`src/include/adcc_pkg.sv`:
```
// Constants, register map and types of the converter control block
package adcc_pkg;

   // *****************************************************
   // Register byte offsets
   // *****************************************************
   localparam logic [7:0] ADCC_OFS_CTRL0 = 8'h00;  // Converter control 0
   localparam logic [7:0] ADCC_OFS_CTRL1 = 8'h04;  // Converter control 1
   localparam logic [7:0] ADCC_OFS_INT = 8'h08;    // Interrupt flag and enables
   localparam logic [7:0] ADCC_OFS_RES_H = 8'h0C;  // Result high byte
   localparam logic [7:0] ADCC_OFS_RES_L = 8'h10;  // Result low byte

   // *****************************************************
   // Field positions
   // *****************************************************
   localparam int ADCC_C0_START = 7;    // Start bit
   localparam int ADCC_C0_BUSY = 6;     // Busy flag, read only
   localparam int ADCC_C0_PWR = 5;      // Power enable
   localparam int ADCC_C0_FMT = 4;      // Result format
   localparam int ADCC_C0_CH_LSB = 0;   // External channel, 4 bits
   localparam int ADCC_C1_DIV_LSB = 0;  // Clock divider, 3 bits
   localparam int ADCC_C1_SRC_LSB = 3;  // Input source, 3 bits
   localparam int ADCC_C1_REF_LSB = 6;  // Reference source, 2 bits
   localparam int ADCC_C1_GAIN_LSB = 8; // Amplifier gain, 3 bits
   localparam int ADCC_C1_AIN_LSB = 11; // Amplifier input, 2 bits
   localparam int ADCC_INT_FLAG = 0;    // Interrupt flag
   localparam int ADCC_INT_ADE = 1;     // Converter interrupt enable
   localparam int ADCC_INT_EMI = 2;     // Global interrupt enable

   // *****************************************************
   // Reset values and encodings
   // *****************************************************
   localparam logic [7:0] ADCC_CTRL0_RST = 8'h00;   // Off, channel 0
   localparam logic [12:0] ADCC_CTRL1_RST = 13'h0000; // Divide by 1
   localparam logic [2:0] ADCC_SRC_EXTERNAL = 3'h0; // External channel
   localparam logic [1:0] ADCC_REF_AMP = 2'h1;      // Amplifier output reference

   // *****************************************************
   // Sampling count in conversion clock periods, result width and bus answer codes
   // *****************************************************
   localparam logic [3:0] ADCC_SAMPLE_PERIODS = 4'h4; // Sampling part
   localparam int ADCC_RES_W = 12;                    // Result width
   localparam logic [1:0] ADCC_RESP_OKAY = 2'h0;      // Bus answer ok
   localparam logic [1:0] ADCC_RESP_SLVERR = 2'h2;    // Unmapped address

   // Sequencer states
   typedef enum logic [1:0] {ADCC_IDLE, ADCC_SAMPLE, ADCC_CONVERT} adcc_state_t;

endpackage : adcc_pkg

```
`src/adcc_clkdiv.sv`:
```
// Conversion clock divider producing one tick per conversion clock period
`timescale 1ns/1ns
module adcc_clkdiv
(
   // Clock and reset
   input wire logic CLK_I,
   input wire logic RST_N_I,
   // Control
   input wire logic enable_i,
   input wire logic restart_i,
   input wire logic [2:0] div_code_i,
   // Tick out
   output logic tick_o
);

   // *****************************************************
   // State
   // *****************************************************
   typedef struct packed {
      logic [6:0] cnt;   // Cycles in the current period
   } adcc_div_t;

   adcc_div_t cur_ff;    // Registered state
   adcc_div_t nxt_cur;   // Next state
   logic [6:0] last;     // Terminal count

   assign last = 7'((8'h01 << div_code_i) - 8'h01);
   assign tick_o = enable_i && !restart_i && (cur_ff.cnt == last);

   // Next count; restart aligns the first period to the start
   always_comb
   begin
      nxt_cur = cur_ff;
      if (!enable_i || restart_i || (cur_ff.cnt >= last))
      begin
         nxt_cur.cnt = 7'h00;
      end
      else
      begin
         nxt_cur.cnt = 7'(cur_ff.cnt + 7'h01);
      end
   end

   // Register
   always_ff @(posedge CLK_I)
   begin
      if (!RST_N_I)
      begin
         cur_ff <= '0;
      end
      else
      begin
         cur_ff <= nxt_cur;
      end
   end

endmodule : adcc_clkdiv

```
`src/adcc_sar.sv`:
```
// Successive approximation sequencer: sampling then twelve bit decisions
`timescale 1ns/1ns
module adcc_sar
(
   // Clock and reset
   input wire logic CLK_I,
   input wire logic RST_N_I,
   // Control
   input wire logic tick_i,
   input wire logic go_i,
   input wire logic abort_i,
   input wire logic cmp_i,
   // Status and data
   output logic sampling_o,
   output logic busy_o,
   output logic done_o,
   output logic [11:0] trial_o,
   output logic [11:0] result_o
);

   // *****************************************************
   // State
   // *****************************************************
   typedef struct packed {
      adcc_pkg::adcc_state_t st; // Sequencer state
      logic [3:0] cnt;           // Sampling periods
      logic [11:0] mask;         // Bit under trial
      logic [11:0] code;         // Trial code to the DAC
      logic [11:0] result;       // Finished value
      logic done;                // Completion pulse
   } adcc_sar_t;

   adcc_sar_t cur_ff;  // Registered state
   adcc_sar_t nxt_cur; // Next state
   logic [11:0] kept;  // Code after this decision

   assign sampling_o = (cur_ff.st == adcc_pkg::ADCC_SAMPLE);
   assign busy_o = (cur_ff.st != adcc_pkg::ADCC_IDLE);
   assign done_o = cur_ff.done;
   assign trial_o = cur_ff.code;
   assign result_o = cur_ff.result;
   // comparator high means input at or above trial
   assign kept = cmp_i ? cur_ff.code : (cur_ff.code & ~cur_ff.mask);

   // Sequencing
   always_comb
   begin
      nxt_cur = cur_ff;
      nxt_cur.done = 1'b0;
      if (abort_i)
      begin
         nxt_cur.st = adcc_pkg::ADCC_IDLE;
      end
      else
      begin
         unique case (cur_ff.st)
            adcc_pkg::ADCC_IDLE:
            begin
               if (go_i)
               begin
                  nxt_cur.st = adcc_pkg::ADCC_SAMPLE;
                  nxt_cur.cnt = 4'h0;
                  nxt_cur.code = 12'h000;
               end
            end
            adcc_pkg::ADCC_SAMPLE:
            begin
               if (tick_i)
               begin
                  nxt_cur.cnt = 4'(cur_ff.cnt + 4'h1);
                  if (cur_ff.cnt == adcc_pkg::ADCC_SAMPLE_PERIODS - 4'h1)
                  begin
                     nxt_cur.st = adcc_pkg::ADCC_CONVERT;
                     nxt_cur.mask = 12'h800;
                     nxt_cur.code = 12'h800;
                  end
               end
            end
            adcc_pkg::ADCC_CONVERT:
            begin
               // one bit per period, twelve periods
               if (tick_i)
               begin
                  if (cur_ff.mask[0])
                  begin
                     nxt_cur.st = adcc_pkg::ADCC_IDLE;
                     nxt_cur.result = kept;
                     nxt_cur.code = kept;
                     nxt_cur.done = 1'b1;
                  end
                  else
                  begin
                     nxt_cur.mask = cur_ff.mask >> 1;
                     nxt_cur.code = kept | (cur_ff.mask >> 1);
                  end
               end
            end
            default:
            begin
               nxt_cur.st = adcc_pkg::ADCC_IDLE;
            end
         endcase
      end
   end

   // Register
   always_ff @(posedge CLK_I)
   begin
      if (!RST_N_I)
      begin
         cur_ff <= '0;
      end
      else
      begin
         cur_ff <= nxt_cur;
      end
   end

endmodule : adcc_sar

```
`src/adcc_top.sv`:
```
// Converter control top: register slave, start detection, analog steering
//
// Local design decisions: the register offsets and register access over AXI4-Lite.
`timescale 1ns/1ns
module adcc_top
#(
   parameter int ADDR_W = 8 // Bus address width
)
(
   // Clock and reset
   input wire logic CLK_I,
   input wire logic RST_N_I,
   // Write address channel
   input wire logic [ADDR_W-1:0] S_AXI_AWADDR_I,
   input wire logic [2:0] S_AXI_AWPROT_I,
   input wire logic S_AXI_AWVALID_I,
   output logic S_AXI_AWREADY_O,
   // Write data channel
   input wire logic [31:0] S_AXI_WDATA_I,
   input wire logic [3:0] S_AXI_WSTRB_I,
   input wire logic S_AXI_WVALID_I,
   output logic S_AXI_WREADY_O,
   // Write response channel
   output logic [1:0] S_AXI_BRESP_O,
   output logic S_AXI_BVALID_O,
   input wire logic S_AXI_BREADY_I,
   // Read address channel
   input wire logic [ADDR_W-1:0] S_AXI_ARADDR_I,
   input wire logic [2:0] S_AXI_ARPROT_I,
   input wire logic S_AXI_ARVALID_I,
   output logic S_AXI_ARREADY_O,
   // Read data channel
   output logic [31:0] S_AXI_RDATA_O,
   output logic [1:0] S_AXI_RRESP_O,
   output logic S_AXI_RVALID_O,
   input wire logic S_AXI_RREADY_I,
   // Analog front end
   input wire logic ANA_CMP_I,
   output logic ANA_POWER_O,
   output logic ANA_SAMPLE_O,
   output logic ANA_EXT_CONNECT_O,
   output logic [3:0] ANA_EXT_CHAN_O,
   output logic [2:0] ANA_SOURCE_O,
   output logic [1:0] ANA_REF_SEL_O,
   output logic [2:0] ANA_AMP_GAIN_O,
   output logic [1:0] ANA_AMP_IN_O,
   output logic [11:0] ANA_TRIAL_O,
   // Interrupt request
   output logic IRQ_REQ_O
);

   // *****************************************************
   // State
   // *****************************************************
   typedef struct packed {
      logic aw_full;          // Write address held
      logic [ADDR_W-1:0] aw;  // Held write address
      logic w_full;           // Write data held
      logic [31:0] wd;        // Held write data
      logic [3:0] ws;         // Held strobes
      logic bvalid;           // Write answer pending
      logic [1:0] bresp;      // Write answer code
      logic rvalid;           // Read answer pending
      logic [31:0] rdata;     // Read answer data
      logic [1:0] rresp;      // Read answer code
      logic [7:0] ctrl0;      // Control 0 as written
      logic [12:0] ctrl1;     // Control 1
      logic flag;             // Interrupt flag
      logic ade;              // Converter interrupt enable
      logic global_interrupt_enable;              // Global interrupt enable
      logic [7:0] res_h;      // Result high byte
      logic [7:0] res_l;      // Result low byte
      logic start_d;          // Start bit last cycle
      logic [2:0] cmp_sync;   // Comparator synchroniser
      logic cmp;              // Agreed comparator level
   } adcc_top_t;

   adcc_top_t cur_ff;        // Registered state
   adcc_top_t nxt_cur;       // Next state
   logic pwr;                // Converter powered
   logic start_bit;          // Start bit value
   logic go;                 // Start pulse completed
   logic tick;               // Conversion clock period end
   logic busy;               // Conversion in progress
   logic done;               // Conversion finished
   logic sampling;           // Sampling phase
   logic [11:0] result;      // Finished value
   logic [11:0] trial;       // Trial code
   logic do_write;           // Both write halves present
   logic [2:0] src;          // Input source select
   logic [1:0] ref_sel;      // Reference source select
   logic cmp_now;            // Agreed comparator level

   // *****************************************************
   // Conversion engine
   // *****************************************************
   assign pwr = cur_ff.ctrl0[adcc_pkg::ADCC_C0_PWR];
   assign start_bit = cur_ff.ctrl0[adcc_pkg::ADCC_C0_START];
   // falling edge after high ends the pulse
   assign go = pwr && cur_ff.start_d && !start_bit;
   assign src = cur_ff.ctrl1[adcc_pkg::ADCC_C1_SRC_LSB +: 3];
   assign ref_sel = cur_ff.ctrl1[adcc_pkg::ADCC_C1_REF_LSB +: 2];
   // Stages two and three agreeing pass straight on; skipping the held copy
   // saves a cycle per decision, so four-cycle periods see the settled answer
   assign cmp_now = (cur_ff.cmp_sync[2] == cur_ff.cmp_sync[1]) ?
                    cur_ff.cmp_sync[2] : cur_ff.cmp;

   // Divider restarts on the start pulse so sampling gets full periods
   adcc_clkdiv u_div
   (
      .CLK_I(CLK_I),
      .RST_N_I(RST_N_I),
      .enable_i(pwr),
      .restart_i(go),
      .div_code_i(cur_ff.ctrl1[adcc_pkg::ADCC_C1_DIV_LSB +: 3]),
      .tick_o(tick)
   );

   // Power off or a high start bit holds the sequencer idle
   adcc_sar u_sar
   (
      .CLK_I(CLK_I),
      .RST_N_I(RST_N_I),
      .tick_i(tick),
      .go_i(go),
      .abort_i(!pwr || start_bit),
      .cmp_i(cmp_now),
      .sampling_o(sampling),
      .busy_o(busy),
      .done_o(done),
      .trial_o(trial),
      .result_o(result)
   );

   // *****************************************************
   // Analog steering
   // *****************************************************
   // power off gates sampling, the external switch and its channel only
   assign ANA_POWER_O = pwr;
   assign ANA_SAMPLE_O = pwr && sampling;
   assign ANA_TRIAL_O = trial;
   assign ANA_EXT_CONNECT_O = pwr && (src == adcc_pkg::ADCC_SRC_EXTERNAL);
   assign ANA_EXT_CHAN_O = ANA_EXT_CONNECT_O ?
                           cur_ff.ctrl0[adcc_pkg::ADCC_C0_CH_LSB +: 4] : 4'h0;
   assign ANA_SOURCE_O = src;
   // reference select, amplifier only when chosen
   assign ANA_REF_SEL_O = ref_sel;
   assign ANA_AMP_GAIN_O = (ref_sel == adcc_pkg::ADCC_REF_AMP) ?
                           cur_ff.ctrl1[adcc_pkg::ADCC_C1_GAIN_LSB +: 3] : 3'h0;
   assign ANA_AMP_IN_O = (ref_sel == adcc_pkg::ADCC_REF_AMP) ?
                         cur_ff.ctrl1[adcc_pkg::ADCC_C1_AIN_LSB +: 2] : 2'h0;

   // request needs flag and both enables
   assign IRQ_REQ_O = cur_ff.flag && cur_ff.ade && cur_ff.global_interrupt_enable;

   // *****************************************************
   // Bus handshakes
   // *****************************************************
   // Each write half is held until the other arrives
   assign S_AXI_AWREADY_O = !cur_ff.aw_full && !cur_ff.bvalid;
   assign S_AXI_WREADY_O = !cur_ff.w_full && !cur_ff.bvalid;
   assign S_AXI_BVALID_O = cur_ff.bvalid;
   assign S_AXI_BRESP_O = cur_ff.bresp;
   assign S_AXI_ARREADY_O = !cur_ff.rvalid;
   assign S_AXI_RVALID_O = cur_ff.rvalid;
   assign S_AXI_RDATA_O = cur_ff.rdata;
   assign S_AXI_RRESP_O = cur_ff.rresp;
   assign do_write = cur_ff.aw_full && cur_ff.w_full;

   // Next state of bus, registers and result
   always_comb
   begin
      nxt_cur = cur_ff;
      nxt_cur.start_d = start_bit;
      // Only the agreeing later stages decide the level
      nxt_cur.cmp_sync = {cur_ff.cmp_sync[1:0], ANA_CMP_I};
      nxt_cur.cmp = cmp_now;
      // Capture write halves
      if (S_AXI_AWVALID_I && S_AXI_AWREADY_O)
      begin
         nxt_cur.aw_full = 1'b1;
         nxt_cur.aw = S_AXI_AWADDR_I;
      end
      if (S_AXI_WVALID_I && S_AXI_WREADY_O)
      begin
         nxt_cur.w_full = 1'b1;
         nxt_cur.wd = S_AXI_WDATA_I;
         nxt_cur.ws = S_AXI_WSTRB_I;
      end
      // Retire write answer
      if (cur_ff.bvalid && S_AXI_BREADY_I)
      begin
         nxt_cur.bvalid = 1'b0;
      end
      // Perform the write once both halves are in
      if (do_write)
      begin
         nxt_cur.aw_full = 1'b0;
         nxt_cur.w_full = 1'b0;
         nxt_cur.bvalid = 1'b1;
         nxt_cur.bresp = adcc_pkg::ADCC_RESP_OKAY;
         unique case (cur_ff.aw)
            adcc_pkg::ADCC_OFS_CTRL0:
            begin
               if (cur_ff.ws[0])
               begin
                  nxt_cur.ctrl0 = cur_ff.wd[7:0];
               end
            end
            adcc_pkg::ADCC_OFS_CTRL1:
            begin
               if (cur_ff.ws[0])
               begin
                  nxt_cur.ctrl1[7:0] = cur_ff.wd[7:0];
               end
               if (cur_ff.ws[1])
               begin
                  nxt_cur.ctrl1[12:8] = cur_ff.wd[12:8];
               end
            end
            adcc_pkg::ADCC_OFS_INT:
            begin
               if (cur_ff.ws[0])
               begin
                  if (!cur_ff.wd[adcc_pkg::ADCC_INT_FLAG])
                  begin
                     nxt_cur.flag = 1'b0;
                  end
                  nxt_cur.ade = cur_ff.wd[adcc_pkg::ADCC_INT_ADE];
                  nxt_cur.global_interrupt_enable = cur_ff.wd[adcc_pkg::ADCC_INT_EMI];
               end
            end
            adcc_pkg::ADCC_OFS_RES_H, adcc_pkg::ADCC_OFS_RES_L:
            begin
               // Result bytes ignore writes
               nxt_cur.bresp = adcc_pkg::ADCC_RESP_OKAY;
            end
            default:
            begin
               nxt_cur.bresp = adcc_pkg::ADCC_RESP_SLVERR;
            end
         endcase
      end
      // Retire read answer
      if (cur_ff.rvalid && S_AXI_RREADY_I)
      begin
         nxt_cur.rvalid = 1'b0;
      end
      // Take a read and register its data
      if (S_AXI_ARVALID_I && S_AXI_ARREADY_O)
      begin
         nxt_cur.rvalid = 1'b1;
         nxt_cur.rresp = adcc_pkg::ADCC_RESP_OKAY;
         nxt_cur.rdata = 32'h0000_0000;
         unique case (S_AXI_ARADDR_I)
            adcc_pkg::ADCC_OFS_CTRL0:
            begin
               nxt_cur.rdata[7:0] = cur_ff.ctrl0;
               nxt_cur.rdata[adcc_pkg::ADCC_C0_BUSY] = busy || done;
            end
            adcc_pkg::ADCC_OFS_CTRL1:
            begin
               nxt_cur.rdata[12:0] = cur_ff.ctrl1;
            end
            adcc_pkg::ADCC_OFS_INT:
            begin
               nxt_cur.rdata[adcc_pkg::ADCC_INT_FLAG] = cur_ff.flag;
               nxt_cur.rdata[adcc_pkg::ADCC_INT_ADE] = cur_ff.ade;
               nxt_cur.rdata[adcc_pkg::ADCC_INT_EMI] = cur_ff.global_interrupt_enable;
            end
            adcc_pkg::ADCC_OFS_RES_H:
            begin
               nxt_cur.rdata[7:0] = cur_ff.res_h;
            end
            adcc_pkg::ADCC_OFS_RES_L:
            begin
               nxt_cur.rdata[7:0] = cur_ff.res_l;
            end
            default:
            begin
               nxt_cur.rresp = adcc_pkg::ADCC_RESP_SLVERR;
            end
         endcase
      end
      // result, flag and busy drop share one edge
      if (done)
      begin
         // completion sets the flag, winning a clear
         nxt_cur.flag = 1'b1;
         if (cur_ff.ctrl0[adcc_pkg::ADCC_C0_FMT])
         begin
            nxt_cur.res_h = {4'h0, result[11:8]};
            nxt_cur.res_l = result[7:0];
         end
         else
         begin
            nxt_cur.res_h = result[11:4];
            nxt_cur.res_l = {result[3:0], 4'h0};
         end
      end
   end

   // Register everything; reset takes constants only
   always_ff @(posedge CLK_I)
   begin
      if (!RST_N_I)
      begin
         cur_ff <= '0;
         cur_ff.ctrl0 <= adcc_pkg::ADCC_CTRL0_RST;
         cur_ff.ctrl1 <= adcc_pkg::ADCC_CTRL1_RST;
      end
      else
      begin
         cur_ff <= nxt_cur;
      end
   end

endmodule : adcc_top

```
`config.mk`:
```
export PLATFORM = sky130hd
export DESIGN_NAME = adcc_top
export DESIGN_NICKNAME = d
export VERILOG_FILES = /design/src/include/adcc_pkg.sv /design/src/adcc_clkdiv.sv /design/src/adcc_sar.sv /design/src/adcc_top.sv
export SDC_FILE = /design/constraint.sdc
export NUM_CORES = 1
export LEC_CHECK = 0
export BUFFER_PORTS_ARGS = -buffer_cell sky130_fd_sc_hd__buf_2
export CAP_MARGIN = 20
export CORE_AREA = 2 2 117 119
export CTS_CLUSTER_DIAMETER = 30
export CTS_CLUSTER_SIZE = 16
export DETAILED_ROUTE_END_ITERATION = 8
export DIE_AREA = 0 0 119 121
export PLACE_DENSITY = 0.76
export SYNTH_ARGS = -nofsm -noshare
export SYNTH_HDL_FRONTEND = slang
export SYNTH_SLANG_ARGS = --single-unit
export TNS_END_PERCENT = 30
```
`constraint.sdc`:
```
create_clock -name CLK_I -period 2.2 [get_ports CLK_I]
set_input_delay 0.44 -clock CLK_I [delete_from_list [all_inputs] [get_ports CLK_I]]
set_output_delay 0.44 -clock CLK_I [all_outputs]
set_load 0.01 [all_outputs]
```
==> metrics.yaml, run 1 <==
pwr:
  p_seq_frac: 0.442
  vdd_drop_max_uv: 524
  p_clk_frac: 0.512
  power.density_nw_per_um2: 773
  combPwrFrac: 0.046
  power.leakage_nw: 3.34
  p_int_w: 0.00450
  power.switching_w: 0.00125
  p_sw_frac: 0.217
floorplanning:
  core_area_sq_um: 13100
  fp.dieW_microns: 119
  die_area_sq_um: 14400
  die_y_microns: 121
  rows: 42
  initial_utilization: 0.484
  ios: 137
final_layout:
  fin_cells: 969
  drive_gt1_frac: 0.221
  synthToLayoutAreaGrowth_pct: 17.5
  fin_nets: 859
  nFillCells: 1138
  design_area_sq_um: 7440
  multi_input_area_sq_um: 3140
  register_area_sq_um: 2720
placement:
  hpwlAfterDp_mm: 9.92
  placedInstanceArea_sq_um: 6750
  portBuffers: 88
  place.gp.congestion: 0.884
  numPlacedInstances: 934
critical_path:
  startpoint_type: "flop"
  cp_max_fo: 11
  crit_required_ns: 2.51
  crit_type: "reg -> reg"
  r2r_cells: 9
  worst-endpoint-arrival_ns: 2.67
  critPathCaptureType: "flop"
global_routing:
  grtUsageMet3: 0.0512
  met1_usage: 0.260
  grt_max_degree: 71
  grt_pass1_wl_mm: 22.9
  grt_overflow: 0
  grt_pass1_vias: 4716
  gr-usage-met2: 0.320
  grt_use_total: 0.200
  antenna_found_initial: 1
  busiest_layer: "met2"
sta:
  skew_ns: 0.00709
  timing.final.hold_violations: 0
  fin_crit_sh: 1.07
  max_freq_mhz: 423
  min_period_ns: 2.36
  drv_slew: 0
  tightestPinTransition_ns: 0.809
  relSlewSlack: 0.456
  report.final.setup_viol: 36
  grt_setup_unrepaired: "yes"
  setup_slack_ns: -0.163
yosys:
  syn-cell-area_sq_um: 6330
  synth_top_area_frac: 0.430
  ys_seq_area_frac: 0.430
  avgSynthCellArea_sq_um: 8.88
  synth_edf_count: 0
  netlist_instances: 713
  async_flop_share: 0
  ys_ff_latch: 136
  synth-main-ff-cell: "dfxtp_1"
  synth_cell_types: 58
  yosysTopAreaCell: "dfxtp_1"
  yosys_warnings: 0
  synthTopCellsByArea: "dfxtp_1, mux2i_1, buf_4"
cts:
  postCtsHoldBufs: 0
  cts_tree: "built"
  cts_max_path_buffers: 2
  clock-sinks: 136
  clk-insertion-delay-late_ns: 0.42
  cts.reportedPaths.clkPinSlew_ns: 0.06
  cts_buffers: 17
  cts-root-buf: "clkbuf_16"
  ctsHtreeMaxLevel: 4
worst_hold_path:
  hold_depth: 2
  hp-class: "in -> reg"
routing:
  ant_nets: 0
  drt_first_pass_iters: 5
  vias: 5158
  wirelength_mm: 14.3
  detail_route.wl_per_cell_microns: 14.7
  drc: 0
  drtIter0Drc: 401
  drt-vias-per-instance: 5.32
run_status:
  outcome: "finished, violations left"
  violations: "negative setup slack"
flow_run:
  max-cap-violations: 0
## per-stage QoR
stage	utilization	TNS (ns)	hold slack, ns	power, W	setup WS (ns)
final	0.568	-3.13	0.214	0.00575	-0.163
after global routing	0.568	-8.23	0.213	0.00595	-0.282
after CTS	0.567	-3.43	0.194	0.00580	-0.172
after detailed placement	0.516	-4.86	0.442	0.00285	-0.180
after global placement	0.516	-3.71	0.431	0.00285	-0.149
after floorplan	-	-0.948	0.412	0.00279	-0.0401
## cell families after synthesis
group	Yosys count	share of synthesized area
flops	136	0.430
xor+xnor	5	0.00692
other cells	1	0.000593
buf+inv	103	0.0953
simple gates	244	0.194
fa+ha+maj	14	0.0277
compound gates	162	0.169
mux	48	0.0765
## registers in the layout, summed over array words and instances (netlist names)
signal,cells
ANA_POWER_O,1
ANA_REF_SEL_O,2
ANA_SOURCE_O,3
S_AXI_BRESP_O,1
S_AXI_BVALID_O,1
S_AXI_RDATA_O,13
S_AXI_RRESP_O,1
S_AXI_RVALID_O,1
cur_ff,63
u_div.cur_ff,7
u_sar.cur_ff,18
u_sar.done_o,1
u_sar.result_o,12
u_sar.trial_o,12
## synthesized netlist by cell type, drive strengths merged, types with 2 or more instances
cell type and number:
or4 2, buf 62, a21boi 11, o21ai 27
a21o 15, nor3 4, nand3b 6, a211oi 10
nor4 5, nand2b 16, ha 14, nand2 74
mux2i 45, a22o 21, dfxtp 136, a22oi 8
or3b 2, o41ai 2, o2bb2ai 2, clkbuf 28
a21oi 50, nor2 72, nor2b 8, a221oi 3
a31oi 3, inv 13, nand4 4, a32o 3
xnor2 3, and3b 2, a41oi 2, and2 16
nand4b 2, nand3 22, and3 6, xor2 2
mux2 3
## power groups by stage
stage          Combinational, W  Sequential (W)  Clock [W]
2_1_floorplan          0.000209         0.00258          0
3_3_place_gp           0.000257         0.00259          0
3_5_place_dp           0.000260         0.00259          0
4_1_cts                0.000263         0.00254    0.00300
5_1_grt                0.000292         0.00255    0.00311
6_report               0.000264         0.00254    0.00294
## repair_timing
action / 4_1_cts / 5_1_grt
endpoints found under the setup margin: 47 / 45
pin swaps: 5 / 0
cloned: 1 / 0
buffers inserted: 1 / 0
gates resized for setup: 6 / 6
## final cells by class
class / count / share of cell area
Inverter: 13 / 0.00656
Timing Repair Buffer: 116 / 0.0913
Antenna cell: 1 / 0.000336
Clock buffer: 22 / 0.0651
Multi-Input combinational cell: 495 / 0.422
Sequential cell: 136 / 0.366
Clock inverter: 10 / 0.0192
Tap cell: 176 / 0.0296
## worst paths after layout
kind                                 start                            end  slack, ns
max                cur_ff[25]$_SDFFE_PN0P_  u_sar.cur_ff[32]$_SDFFE_PN0P_      -0.16
min                         S_AXI_RREADY_I    S_AXI_RVALID_O$_SDFFE_PN0P_       0.21
min reg2reg  S_AXI_RDATA_O[9]$_SDFFE_PN0P_  S_AXI_RDATA_O[9]$_SDFFE_PN0P_       0.45
max reg2reg        cur_ff[25]$_SDFFE_PN0P_  u_sar.cur_ff[32]$_SDFFE_PN0P_      -0.16
## cells in the final DEF, fill, tap and decap left out, types with 3 or more instances in the layout
| cell type | n |
|---|---|
| a211oi_1 | 10 |
| a21boi_0 | 11 |
| a21o_1 | 15 |
| a21oi_1 | 48 |
| a221oi_1 | 3 |
| a22o_1 | 20 |
| a22oi_1 | 8 |
| a31oi_1 | 3 |
| a32o_1 | 3 |
| and2_1 | 16 |
| and3_1 | 6 |
| buf_2 | 88 |
| buf_4 | 25 |
| bufinv_16 | 3 |
| clkbuf_16 | 17 |
| clkbuf_8 | 4 |
| clkinv_4 | 4 |
| conb_1 | 21 |
| dfxtp_1 | 135 |
| ha_1 | 14 |
| inv_1 | 11 |
| mux2_2 | 3 |
| mux2i_1 | 45 |
| nand2_1 | 73 |
| nand2b_1 | 16 |
| nand3_1 | 21 |
| nand3b_1 | 6 |
| nand4_1 | 3 |
| nor2_1 | 70 |
| nor2b_1 | 8 |
| nor3_1 | 4 |
| nor4_4 | 3 |
| o21ai_0 | 26 |
| xnor2_1 | 3 |
## critical path, cell delays in order, from the launching register on
cell     delay, ns
dfxtp_2       0.35
or3_1         0.36
ha_1          0.29
nand4_1       0.16
nor4_4        0.24
buf_4         0.20
a31o_2        0.15
a31oi_1       0.08
buf_4         0.18
a22o_1        0.24
## layer usage
layer | vias to the layer above | share of wire
met5 | - | 0
met4 | 0 | 0.020
met3 | 22 | 0.046
met2 | 125 | 0.47
met1 | 2454 | 0.46
li1 | 2557 | -
Power figures use the tool's default switching activity.
==> run 2: changes to the inputs <==
Settings changed: HOLD_SLACK_MARGIN set to 0.08, SKIP_LAST_GASP set to 1.
==> run 2 against run 1 <==
Compared with the run above: the flow still finishes with violations (negative setup slack); register-to-register slack about the same; total power about the same; critical path type unchanged; first-iteration DRC count up 6.5%; critical path depth unchanged.
==> metrics.yaml, run 2 (same netlist as run 1, synthesis figures left out) <==
final_layout:
  drive_gt1_frac: 0.216  # -0.00505
  design_area_sq_um: 7410  # -0.32%
  top_register: "cur_ff"
  final_common_cell: "dfxtp_1"
  fin_util: 0.567  # -0.00182
  largest_reg_flops: 63  # unchanged
  layout_common_cells: "dfxtp_1, buf_2, nand2_1"
  fin_nets: 859  # unchanged
  synthToLayoutAreaGrowth_pct: 17.2
global_routing:
  grt_max_degree: 71  # unchanged
  grt_pass1_wl_mm: 22.8  # -0.24%
  grt_overflow: 0  # unchanged
  antenna_found_initial: 1  # unchanged
  grt_use_total: 0.199  # -0.000605
  grt_pass1_vias: 4701  # -0.32%
sta:
  report.final.setup_viol: 40  # +11%
  drv_slew: 0  # unchanged
  relSlewSlack: 0.453  # -0.00288
  setup_slack_ns: -0.166  # -0.00392 ns
  grt_setup_unrepaired: "yes"
  skew_ns: 0.00667  # -0.000418 ns
  hold_ws_ns: 0.213  # -0.000999 ns
  tightestPinTransition_ns: 0.814  # +0.00428 ns
  max_freq_mhz: 423  # -0.17%
  min_period_ns: 2.37  # +0.00392 ns
  timing.final.hold_violations: 0  # unchanged
  fin_crit_sh: 1.08  # +0.00178
worst_hold_path:
  hp-class: "in -> reg"
critical_path:
  crit_type: "reg -> reg"
  cp_max_fo: 11  # unchanged
  startpoint_type: "flop"
  critPathCaptureType: "flop"
  critPathTopFamily: "simple AND/OR/NAND/NOR gates"
  slowest_delay_ns: 0.36  # about the same
  cpMostUsedCell: "buf_4"
  crit_required_ns: 2.51  # about the same
  path_buf_inv: 2  # unchanged
  crit_slowest_cell: "or3_1"
  path_cells: "or3_1 -> ha_1 -> nand4_1 -> nor4_4 -> buf_4 -> a31o_2 -> a31oi_1 -> buf_4 -> a22o_1"
  worst-endpoint-arrival_ns: 2.67  # about the same
routing:
  ant_nets: 0  # unchanged
  detail_route.wl_per_cell_microns: 14.7  # -0.32%
  wirelength_mm: 14.2  # -0.32%
  drtIter0Drc: 427  # +6.5%
  vias: 5130  # -0.54%
  drt-vias-per-instance: 5.29  # -0.54%
  drc: 0  # unchanged
  drt_first_pass_iters: 5  # unchanged
pwr:
  power.density_nw_per_um2: 775  # +0.31%
  power.total_w: 0.00575  # about the same
  vdd_drop_max_uv: 525  # about the same
  power.leakage_nw: 3.34  # about the same
floorplanning:
  die_y_microns: 121  # unchanged
  die_area_sq_um: 14400  # unchanged
  rows: 42  # unchanged
  core_area_sq_um: 13100  # unchanged
  ios: 137  # unchanged
  initial_utilization: 0.484  # unchanged
  fp.dieW_microns: 119  # unchanged
cts:
  cts.reportedPaths.clkPinSlew_ns: 0.06  # about the same
  cts_buffers: 17  # unchanged
  cts-root-buf: "clkbuf_16"
  cts_max_path_buffers: 2  # unchanged
  ctsHtreeMaxLevel: 4  # unchanged
  postCtsHoldBufs: 0  # unchanged
  cts_tree: "built"
  clock-sinks: 136  # unchanged
  clk-insertion-delay-late_ns: 0.42  # about the same
placement:
  portBuffers: 88  # unchanged
  hpwlAfterDp_mm: 9.92  # unchanged
  place.gp.congestion: 0.884  # unchanged
  pre_cts_ws_ns: -0.180  # unchanged
  placedInstanceArea_sq_um: 6750  # unchanged
run_status:
  violations: "negative setup slack"
  outcome: "finished, violations left"
flow_run:
  max-cap-violations: 0  # unchanged
run 2: stage by stage:
| step | std cells | setup TNS, ns |
|---|---|---|
| 2_1_floorplan | 733 | -0.948 |
| 3_3_place_gp | 934 | -3.71 |
| 3_5_place_dp | 934 | -4.86 |
| 4_1_cts | 968 | -3.86 |
| 5_1_grt | 969 | -9.97 |
| 6_report | 969 | -3.52 |
run 2: power by group:
part | switching (W) | total (W) | internal [W] | leakage [nW]
sequential | 0.0000344 | 0.00254 | 0.00251 | 1.10
combinational | 0.000173 | 0.000265 | 0.0000922 | 1.93
clock | 0.00104 | 0.00294 | 0.00190 | 0.306
total | 0.00125 | 0.00575 | 0.00450 | 3.34
run 2: cell type report:
cell class	count	area (sq um)
Fill cell	1142	5670
Multi-Input combinational cell	495	3110
Sequential cell	136	2720
Timing Repair Buffer	116	679
Clock buffer	22	484
Tap cell	176	220
Clock inverter	10	143
Inverter	13	48.8
Antenna cell	1	2.50
run 2: worst paths after layout:
check | from | to | slack, ns | cells after the start
max | cur_ff[25]$_SDFFE_PN0P_ | u_sar.cur_ff[32]$_SDFFE_PN0P_ | -0.17 | 9
min | S_AXI_RREADY_I | S_AXI_RVALID_O$_SDFFE_PN0P_ | 0.21 | 2
max reg2reg | cur_ff[25]$_SDFFE_PN0P_ | u_sar.cur_ff[32]$_SDFFE_PN0P_ | -0.17 | 9
min reg2reg | u_div.cur_ff[0]$_SDFF_PP0_ | u_div.cur_ff[0]$_SDFF_PP0_ | 0.45 | 1
run 2: per-layer routing:
layer / share of wire / wire length [microns] / GRT usage
met2: 0.47 / 6700 / 0.319
met3: 0.050 / 713 / 0.0512
met4: 0.018 / 254 / 0.0774
met5: 0 / 0 / 0
met1: 0.46 / 6550 / 0.259
run 2: what timing repair did:
item / in CTS / in global routing
buffers inserted: 1 / 0
pin swaps: 1 / 0
endpoints found under the setup margin: 47 / 49
gates resized for setup: 4 / 2
gates cloned: 1 / 0
